[src/verilog/orpc_regs.vh]
// Register map, field positions, reset values and timing counts of the protection controller
`ifndef ORPC_REGS_VH
`define ORPC_REGS_VH

// ----------------------------------------------------------------
// Byte offsets on the register bus
// ----------------------------------------------------------------
`define ORPC_OFS_CMD 6'h00
`define ORPC_OFS_STATUS 6'h04
`define ORPC_OFS_CONFIG 6'h08
`define ORPC_OFS_LOCK 6'h0c
`define ORPC_OFS_PW_LO 6'h10
`define ORPC_OFS_PW_HI 6'h14
`define ORPC_OFS_DATA_LO 6'h18
`define ORPC_OFS_DATA_HI 6'h1c

// ----------------------------------------------------------------
// Field positions
// ----------------------------------------------------------------
`define ORPC_ST_WIP 0
`define ORPC_ST_PERR 5
`define ORPC_CFG_PERM 0
`define ORPC_CFG_LOCKDN 1
`define ORPC_CFG_PASSWD 2
`define ORPC_CFG_BLKDEF 4
`define ORPC_CFG_R3RD 6
`define ORPC_LK_UNLOCK 0
`define ORPC_LK_R3RD 6
`define ORPC_CFG_OTP_MASK 8'h57

// ----------------------------------------------------------------
// Reset values
// ----------------------------------------------------------------
`define ORPC_CFG_RESET 8'hff
`define ORPC_PW_RESET 64'hffff_ffff_ffff_ffff

// ----------------------------------------------------------------
// Command codes
// ----------------------------------------------------------------
`define ORPC_CMD_LOCK 8'ha6
`define ORPC_CMD_UNLOCK 8'hea
`define ORPC_CMD_PROG_CFG 8'h2f
`define ORPC_CMD_PROG_PW 8'he8
`define ORPC_CMD_SOFT_RST 8'h99

// ----------------------------------------------------------------
// Timing
// ----------------------------------------------------------------
`define ORPC_CLK_MHZ 25
`define ORPC_PROG_US 700
`define ORPC_PROG_CYC (`ORPC_PROG_US * `ORPC_CLK_MHZ)
`define ORPC_HAMMER_US 100
`define ORPC_HAMMER_CYC (`ORPC_HAMMER_US * `ORPC_CLK_MHZ)
`define ORPC_LINK_BITS 72

`endif

[src/verilog/orpc_sync.v]
// Three-stage pin synchroniser with agreement filter
`timescale 1ns/100ps
`default_nettype none
module orpc_sync #(
    parameter WIDTH = 4
) (
    input wire ref_clk,
    input wire rst,
    input wire ce,
    input wire [WIDTH-1:0] din,
    output reg [WIDTH-1:0] dout
);
    reg [WIDTH-1:0] s1;
    reg [WIDTH-1:0] s2;
    reg [WIDTH-1:0] s3;
    integer i;

    // ----------------------------------------------------------------
    // Stages; a change counts only once stage two and three agree
    // ----------------------------------------------------------------
    always @(posedge ref_clk or posedge rst) begin
        if (rst) begin
            s1 <= {WIDTH{1'b0}};
            s2 <= {WIDTH{1'b0}};
            s3 <= {WIDTH{1'b0}};
            dout <= {WIDTH{1'b0}};
        end else if (ce) begin
            s1 <= din;
            s2 <= s1;
            s3 <= s2;
            for (i = 0; i < WIDTH; i = i + 1) begin
                if (s2[i] == s3[i]) begin
                    dout[i] <= s3[i];
                end
            end
        end
    end
endmodule
`default_nettype wire

[src/verilog/orpc_top.v]
// Region protection controller: mode OTP, volatile lock bits, password unlock
//
// Our own choices: the Avalon-MM slave port and the placing of the registers.
`timescale 1ns/100ps
`default_nettype none
`include "orpc_regs.vh"
module orpc_top #(
    parameter PROG_CYCLES = `ORPC_PROG_CYC
) (
    input wire ref_clk,
    input wire rst,
    input wire ce,
    input wire [5:0] avs_address,
    input wire avs_read,
    input wire avs_write,
    input wire [31:0] avs_writedata,
    input wire [3:0] avs_byteenable,
    output reg [31:0] avs_readdata,
    output reg avs_waitrequest,
    input wire hw_rst_pin,
    input wire cs_n_pin,
    input wire sck_pin,
    input wire si_pin,
    output reg nonvol_area_unlock,
    output reg region3_read_enable,
    output reg blk_lock_load,
    output reg blk_lock_protected,
    output reg write_in_progress
);
    localparam integer HAMMER_INT = `ORPC_HAMMER_CYC;
    localparam integer PROG_INT = PROG_CYCLES;
    localparam integer LINK_INT = `ORPC_LINK_BITS;

    // ----------------------------------------------------------------
    // State
    // ----------------------------------------------------------------
    reg [7:0] region_protect_config;
    reg [63:0] password;
    reg [63:0] data_op;
    reg program_error_flag;
    reg [15:0] busy_cnt;
    reg [31:0] next_readdata;
    wire [3:0] pins_s;
    wire hw_rst_s;
    wire cs_n_s;
    wire sck_s;
    wire si_s;
    reg hw_rst_d;
    reg cs_n_d;
    reg sck_d;
    reg [71:0] link_shift;
    reg [6:0] link_cnt;
    reg link_pend;
    reg [7:0] link_op;
    reg [63:0] link_pw;
    wire pw_mode;
    wire perm_mode;
    wire mode_chosen;
    wire bus_acc;
    wire bus_cmd;
    wire cmd_go;
    wire [7:0] cmd_code;
    wire [63:0] cmd_pw;
    wire [7:0] cfg_new;
    wire [2:0] mode_zero;
    wire hw_rst_rise;
    wire cs_rise;
    wire sck_rise;
    wire [63:0] data_next;
    wire [63:0] be_mask;

    // ----------------------------------------------------------------
    // Pin synchronisers
    // ----------------------------------------------------------------
    orpc_sync #(
        .WIDTH(4)
    ) u_sync (
        .ref_clk(ref_clk),
        .rst(rst),
        .ce(ce),
        .din({hw_rst_pin, ~cs_n_pin, sck_pin, si_pin}),
        .dout(pins_s)
    );

    assign hw_rst_s = pins_s[3];
    assign cs_n_s = ~pins_s[2]; // Kept inverted so reset level means deselected
    assign sck_s = pins_s[1];
    assign si_s = pins_s[0];

    // Edges of the filtered pins
    assign hw_rst_rise = hw_rst_s & ~hw_rst_d;
    assign cs_rise = cs_n_s & ~cs_n_d;
    assign sck_rise = sck_s & ~sck_d & ~cs_n_s;

    // ----------------------------------------------------------------
    // Mode decode
    // ----------------------------------------------------------------
    // Unprogrammed part behaves as lock-down
    assign pw_mode = ~region_protect_config[`ORPC_CFG_PASSWD];
    assign perm_mode = ~region_protect_config[`ORPC_CFG_PERM];
    assign mode_chosen = ~&region_protect_config[2:0];

    // Programming can only clear OTP bits; non-OTP bits stay one
    assign cfg_new = region_protect_config & (data_op[7:0] | ~`ORPC_CFG_OTP_MASK);
    assign mode_zero = ~data_op[2:0];

    // ----------------------------------------------------------------
    // Bus decode; a request is taken on the edge seeing waitrequest low
    // ----------------------------------------------------------------
    assign bus_acc = ~avs_waitrequest & (avs_read | avs_write);
    assign bus_cmd = bus_acc & avs_write & (avs_address == `ORPC_OFS_CMD) & avs_byteenable[0];

    // Bus command wins; a link command waits one slot in its holder
    assign cmd_go = (bus_cmd | link_pend) & ~write_in_progress;
    assign cmd_code = bus_cmd ? avs_writedata[7:0] : link_op;
    assign cmd_pw = bus_cmd ? data_op : link_pw;

    // Byte-lane merge of the operand registers
    assign be_mask = {{8{avs_byteenable[3]}}, {8{avs_byteenable[2]}},
                      {8{avs_byteenable[1]}}, {8{avs_byteenable[0]}},
                      {8{avs_byteenable[3]}}, {8{avs_byteenable[2]}},
                      {8{avs_byteenable[1]}}, {8{avs_byteenable[0]}}};
    assign data_next = (data_op & ~be_mask) | ({avs_writedata, avs_writedata} & be_mask);

    // ----------------------------------------------------------------
    // Read data mux
    // ----------------------------------------------------------------
    always @* begin
        next_readdata = 32'h0000_0000;
        case (avs_address)
            `ORPC_OFS_STATUS: begin
                next_readdata[`ORPC_ST_WIP] = write_in_progress;
                next_readdata[`ORPC_ST_PERR] = program_error_flag;
            end
            `ORPC_OFS_CONFIG: begin
                next_readdata[7:0] = region_protect_config;
            end
            `ORPC_OFS_LOCK: begin
                next_readdata[`ORPC_LK_UNLOCK] = nonvol_area_unlock;
                next_readdata[`ORPC_LK_R3RD] = region3_read_enable;
            end
            // Hidden once password mode is chosen
            `ORPC_OFS_PW_LO: begin
                next_readdata = pw_mode ? 32'h0000_0000 : password[31:0];
            end
            `ORPC_OFS_PW_HI: begin
                next_readdata = pw_mode ? 32'h0000_0000 : password[63:32];
            end
            `ORPC_OFS_DATA_LO: begin
                next_readdata = data_op[31:0];
            end
            `ORPC_OFS_DATA_HI: begin
                next_readdata = data_op[63:32];
            end
            default: begin
                next_readdata = 32'h0000_0000;
            end
        endcase
    end

    // ----------------------------------------------------------------
    // Bus handshake: one wait cycle, then the answer for one cycle
    // ----------------------------------------------------------------
    always @(posedge ref_clk or posedge rst) begin
        if (rst) begin
            avs_waitrequest <= 1'b1;
            avs_readdata <= 32'h0000_0000;
        end else if (ce) begin
            if (avs_waitrequest && (avs_read || avs_write)) begin
                avs_waitrequest <= 1'b0;
                avs_readdata <= next_readdata;
            end else begin
                avs_waitrequest <= 1'b1;
            end
        end
    end

    // ----------------------------------------------------------------
    // Serial link: opcode then optional 64-bit password, MSB first
    // ----------------------------------------------------------------
    always @(posedge ref_clk or posedge rst) begin
        if (rst) begin
            hw_rst_d <= 1'b0;
            cs_n_d <= 1'b1;
            sck_d <= 1'b0;
            link_shift <= 72'h0;
            link_cnt <= 7'h00;
            link_pend <= 1'b0;
            link_op <= 8'h00;
            link_pw <= 64'h0;
        end else if (ce) begin
            hw_rst_d <= hw_rst_s;
            cs_n_d <= cs_n_s;
            sck_d <= sck_s;
            if (sck_rise) begin
                link_shift <= {link_shift[70:0], si_s};
                if (link_cnt != 7'h7f) begin
                    link_cnt <= link_cnt + 7'h01;
                end
            end else if (cs_rise) begin
                link_cnt <= 7'h00;
            end
            // Framing decides the opcode; frames other than 8 or 72 bits are dropped
            if (cs_rise && !hw_rst_s) begin
                if (link_cnt == 7'd8 && link_shift[7:0] == `ORPC_CMD_LOCK) begin
                    link_pend <= 1'b1;
                    link_op <= `ORPC_CMD_LOCK;
                end else if (link_cnt == LINK_INT[6:0]
                             && link_shift[71:64] == `ORPC_CMD_UNLOCK) begin
                    link_pend <= 1'b1;
                    link_op <= `ORPC_CMD_UNLOCK;
                    link_pw <= link_shift[63:0];
                end
            end else if (!bus_cmd || hw_rst_s) begin
                // Taken or dropped once its slot comes
                link_pend <= 1'b0;
            end
        end
    end

    // ----------------------------------------------------------------
    // Protection core
    // ----------------------------------------------------------------
    always @(posedge ref_clk or posedge rst) begin
        if (rst) begin
            region_protect_config <= `ORPC_CFG_RESET;
            password <= `ORPC_PW_RESET;
            data_op <= 64'h0;
            program_error_flag <= 1'b0;
            busy_cnt <= 16'h0000;
            write_in_progress <= 1'b0;
            nonvol_area_unlock <= 1'b1;
            region3_read_enable <= 1'b1;
            blk_lock_load <= 1'b1;
            blk_lock_protected <= 1'b1;
        end else if (ce) begin
            blk_lock_load <= 1'b0;
            // Operand registers
            if (bus_acc && avs_write && avs_address == `ORPC_OFS_DATA_LO) begin
                data_op[31:0] <= data_next[31:0];
            end
            if (bus_acc && avs_write && avs_address == `ORPC_OFS_DATA_HI) begin
                data_op[63:32] <= data_next[63:32];
            end
            // Busy countdown
            if (busy_cnt != 16'h0000) begin
                busy_cnt <= busy_cnt - 16'h0001;
                if (busy_cnt == 16'h0001) begin
                    write_in_progress <= 1'b0;
                end
            end
            // Error clear by writing one; a new error below wins
            if (bus_acc && avs_write && avs_address == `ORPC_OFS_STATUS
                && avs_byteenable[0] && avs_writedata[`ORPC_ST_PERR]) begin
                program_error_flag <= 1'b0;
            end
            if (hw_rst_rise) begin
                // Hardware reset: volatile bits by mode, OTP untouched
                busy_cnt <= 16'h0000;
                write_in_progress <= 1'b0;
                program_error_flag <= 1'b0;
                nonvol_area_unlock <= ~pw_mode & ~perm_mode;
                region3_read_enable <= pw_mode ? region_protect_config[`ORPC_CFG_R3RD]
                                               : 1'b1;
                blk_lock_load <= 1'b1;
                blk_lock_protected <= region_protect_config[`ORPC_CFG_BLKDEF];
            end else if (cmd_go) begin
                case (cmd_code)
                    `ORPC_CMD_LOCK: begin
                        nonvol_area_unlock <= 1'b0;
                    end
                    `ORPC_CMD_UNLOCK: begin
                        // Only password mode lets this command raise the unlock bit
                        if (pw_mode) begin
                            write_in_progress <= 1'b1;
                            if (cmd_pw == password) begin
                                nonvol_area_unlock <= 1'b1;
                                busy_cnt <= 16'h0001;
                            end else begin
                                program_error_flag <= 1'b1;
                                busy_cnt <= HAMMER_INT[15:0];
                            end
                        end
                    end
                    `ORPC_CMD_PROG_CFG: begin
                        // Mode bits cannot be programmed twice, nor two at once
                        if (mode_chosen || (mode_zero[0] & mode_zero[1])
                            || (mode_zero[2] & (mode_zero[0] | mode_zero[1]))) begin
                            program_error_flag <= 1'b1;
                        end else begin
                            region_protect_config <= cfg_new;
                            write_in_progress <= 1'b1;
                            busy_cnt <= PROG_INT[15:0];
                        end
                    end
                    `ORPC_CMD_PROG_PW: begin
                        // Ones never restore a cleared cell, and no error
                        if (!pw_mode) begin
                            password <= password & cmd_pw;
                            write_in_progress <= 1'b1;
                            busy_cnt <= PROG_INT[15:0];
                        end
                    end
                    `ORPC_CMD_SOFT_RST: begin
                        // Unlock bit survives a software reset
                        region3_read_enable <= pw_mode ? region_protect_config[`ORPC_CFG_R3RD]
                                                       : 1'b1;
                        blk_lock_load <= 1'b1;
                        blk_lock_protected <= region_protect_config[`ORPC_CFG_BLKDEF];
                    end
                    default: begin
                        program_error_flag <= program_error_flag;
                    end
                endcase
            end
            // Permanent mode pins both bits regardless of commands
            if (perm_mode) begin
                nonvol_area_unlock <= 1'b0;
                region3_read_enable <= 1'b1;
            end
        end
    end
endmodule
`default_nettype wire

[config.mk]
export PLATFORM = sky130hd
export DESIGN_NAME = orpc_top
export DESIGN_NICKNAME = d
export VERILOG_FILES = /design/src/verilog/orpc_sync.v /design/src/verilog/orpc_top.v
export VERILOG_INCLUDE_DIRS = /design/src /design/src/verilog
export SDC_FILE = /design/constraint.sdc
export NUM_CORES = 1
export LEC_CHECK = 0
export BUFFER_PORTS_ARGS = -buffer_cell sky130_fd_sc_hd__buf_4
export CAP_MARGIN = 20
export CORE_ASPECT_RATIO = 1.2
export CORE_UTILIZATION = 45
export CTS_CLUSTER_SIZE = 12
export DETAILED_ROUTE_END_ITERATION = 8
export PLACE_DENSITY = 0.68
export SYNTH_ARGS = -nofsm -noshare
export SYNTH_HDL_FRONTEND = slang
export SYNTH_HIERARCHICAL = 1
export SYNTH_SLANG_ARGS = --single-unit
[constraint.sdc]
create_clock -name ref_clk -period 16.4 [get_ports ref_clk]
set_clock_uncertainty 0.2 [all_clocks]
set_input_delay 3.28 -clock ref_clk [delete_from_list [all_inputs] [get_ports ref_clk]]
set_output_delay 3.28 -clock ref_clk [all_outputs]
set_load 0.02 [all_outputs]
==> impl_metrics.py <==
metrics = {
    "cts": {
        "worstSkewPairLatency_ns": 0.54,
        "cts_buffer_depth": 3,
        "clk_pin_slew_ns": 0.06,
        "numCtsBuffers": 39,
        "htreeDepth": 2,
        "cts_setup_buffers": 0,
        "cts_sinks": 354,
        "clock-root-buffer": "clkbuf_16",
        "cts_tree": "done",
        "cts_resized": 0,
        "cts_hold_buffers": 0,
    },
    "placement": {
        "place_ws_ns": 8.04,
        "hpwl_mm": 26.1,
        "globalplace.congestion": 0.911,
        "dpl-instance-area_sq_mm": 0.0179,
        "io_buffers": 88,
    },
    "layout": {
        "nets": 1622,
        "drive_above_1_share": 0.350,
        "register_area_sq_mm": 0.00895,
        "fillers": 3198,
        "area_delta_synth_final_pct": 14.5,
        "stdcell_area_sq_mm": 0.0193,
        "antennaDiodeCount": 0,
        "multi_input_area_sq_mm": 0.00751,
    },
    "power_and_ir_drop": {
        "sw_frac_of_total": 0.251,
        "p_per_area_mw_per_mm2": 109,
        "power.internal_mw": 1.57,
        "p_sw_uw": 525,
        "sequentialPowerShare": 0.459,
        "power.share.clock": 0.433,
        "ir_drop_uv": 68.8,
        "power.leakage_nw": 9.57,
        "combPwrFrac": 0.108,
        "p_total_mw": 2.09,
    },
    "die": {
        "die_area_sq_mm": 0.0382,
        "die_w_um": 179,
        "io_pins": 89,
        "rows": 77,
        "start_util": 0.456,
        "core-area_sq_mm": 0.0369,
        "die_y_um": 214,
    },
    "global_route": {
        "grt_pass1_vias": 11800,
        "grt_pass1_wl_mm": 64.7,
        "overflow": 0,
        "grt_max_degree": 113,
        "track_usage": 0.218,
        "antenna_found_initial": 0,
    },
    "drt": {
        "firstDrtPassIters": 9,
        "drtIter0Drc": 950,
        "wl_mm": 40.1,
        "drt_drc_violations_left": 0,
        "ant_nets": 0,
        "vias": 11500,
        "wl_per_cell_um": 20.0,
        "vias_per_cell": 5.75,
    },
    "critical_path": {
        "r2r_setup_slack_ns": 11.11,
        "slowest_delay_ns": 0.79,
        "slowest_stage": "buf_4",
        "worst_setup_path_start_kind": "input port",
        "cp_common_cell": "buf_4",
        "worst-path-max-fanout": 72,
        "path_cells": "buf_4 > nor3b_2 > and4_4 > buf_4 > mux2_2 > ha_1 > nor4_1 > nand4_1 > nor4_2 > nand3_1 > o2bb2ai_1 > and3_1 > a221o_1",
        "crit_type": "input port to flop",
        "cp_num_buf_inv": 2,
        "cp_top_family": "simple AND/OR/NAND/NOR gates",
        "arrival_ns": 7.98,
        "crit_path_end_kind": "flop",
        "critPathRequiredTime_ns": 16.63,
    },
    "run_status": {
        "status": "finished, final reports clean",
    },
    "timing": {
        "final-hold-violation-count": 0,
        "tightest_slew_ns": 1.10,
        "rsz0062_at_grt": "no",
        "fin_crit_sh": 0.473,
        "hold_slack_ns": 0.261,
        "worst_slack_ns": 8.65,
        "max_freq_mhz": 129,
        "setup_viol": 0,
        "finalCriticalPeriod_ns": 7.75,
        "slew_violations": 0,
        "fin_setup_tns_ns": 0,
        "slew_headroom": 0.270,
    },
    "yosys": {
        "synth_ff_type": "dfrtp_1",
        "yosysTopAreaCellShare": 0.415,
        "synth_common_cells": "dfrtp_1 (279), mux2_2 (276), nand2_1 (272)",
        "ys_ff_latch": 354,
        "ys_seq_area_frac": 0.532,
        "synth_warnings": 6,
        "synth.largest_area_cell": "dfrtp_1",
        "yosys-top-cells-area": "dfrtp_1 (41%), mux2_2 (18%), dfstp_2 (12%)",
        "ys_types": 70,
        "ys_async_sr_fraction": 1.00,
        "synth_cells": 1433,
        "synth.cell_area_sq_mm": 0.0168,
        "synth.avg_cell_area_sq_um": 11.7,
        "synth_edf_count": 0,
        "synthesis.nets": 1553,
        "yosysMostFrequentCell": "dfrtp_1",
    },
    "hold_path": {
        "hp-class": "flop to flop",
    },
    "run": {
        "maxCapViolCount": 0,
    },
}
[kinds of logic after synthesis]
logic type | count (synthesis) | share of synthesized area
AO/OA/AOI/OAI | 188 | 0.0809
XOR/XNOR | 5 | 0.00260
adder cells (fa/ha/maj) | 69 | 0.0513
buffers and inverters | 99 | 0.0239
flip-flops | 354 | 0.532
multiplexers | 285 | 0.191
AND/OR/NAND/NOR | 433 | 0.119
[final cells by class]
cell class	instances	share of cell area
inverters	27	0.00565
repair buffers	100	0.0400
multi-input cells	980	0.389
flip-flops and latches	354	0.465
clock inverters	10	0.00857
well taps	474	0.0308
clock buffers	60	0.0610
[cell usage in the layout (no fill, tap or decap), types with 3 or more instances in the layout]
cell type  instances
a21o_1             4
a21oi_1           18
a222oi_1          25
a22o_1            30
a22oi_1            4
a31oi_1            3
and3_1             9
buf_4             99
bufinv_16          4
clkbuf_1          10
clkbuf_16         40
clkbuf_8          10
clkinv_2           4
dfrtp_1          279
dfstp_2           75
ha_1              69
inv_1             24
mux2_2           276
mux2i_1            7
nand2_1          271
nand2b_1          13
nand3_1           12
nand3_2            3
nand4_1            9
nand4b_1           3
nor2_1            38
nor2b_1            3
nor3_1            12
nor3b_1            4
nor4_1            24
nor4_2             3
o21a_1             6
o21ai_0           57
o21ai_1            4
o221ai_1           3
o22ai_1            3
o2bb2ai_1          9
o31ai_1            5
or2_2              4
xor2_1             4
[power groups by stage]
stage / logic, mW / registers, mW / clock network [mW]
global placement: 0.220 / 0.974 / 0
global route: 0.253 / 0.968 / 0.960
finish: 0.226 / 0.961 / 0.905
CTS: 0.227 / 0.961 / 0.928
detailed placement: 0.225 / 0.976 / 0
floorplan: 0.166 / 0.965 / 0
[per-layer routing]
metal / up-vias / GRT usage / routed length, um
met5: - / 0 / 0
met4: 0 / 0.0821 / 1320
met3: 92 / 0.0287 / 1850
met2: 341 / 0.354 / 19100
met1: 5817 / 0.296 / 17800
li1: 5288 / - / -
[final timing paths]
check / startpoint / to / depth (start not counted)
max in group asynchronous: rst / asynchronous set/reset pin / 3
min in group asynchronous: rst / u_sync/s2[3] / 2
worst min register to register: link_pw[41] / link_pw[41] / 2
worst max register to register: avs_waitrequest / busy_cnt[11] / 12
worst min-delay path: link_pw[41] / link_pw[41] / 2
worst max-delay path: avs_address[4] / busy_cnt[11] / 13
[through the flow]
| step | cells | utilization |
|---|---|---|
| after floorplan | 1433 | - |
| after global placement | 1934 | 0.485 |
| after detailed placement | 1934 | 0.485 |
| after CTS | 2004 | 0.522 |
| after global routing | 2005 | 0.522 |
| final | 2005 | 0.522 |
[worst min-delay path: cells and delay by family, from the launching register on]
family,cells,cell delay (ns)
flops,1,0.33
simple gates,2,0.10
No activity file was read; power rests on OpenSTA's default activity.
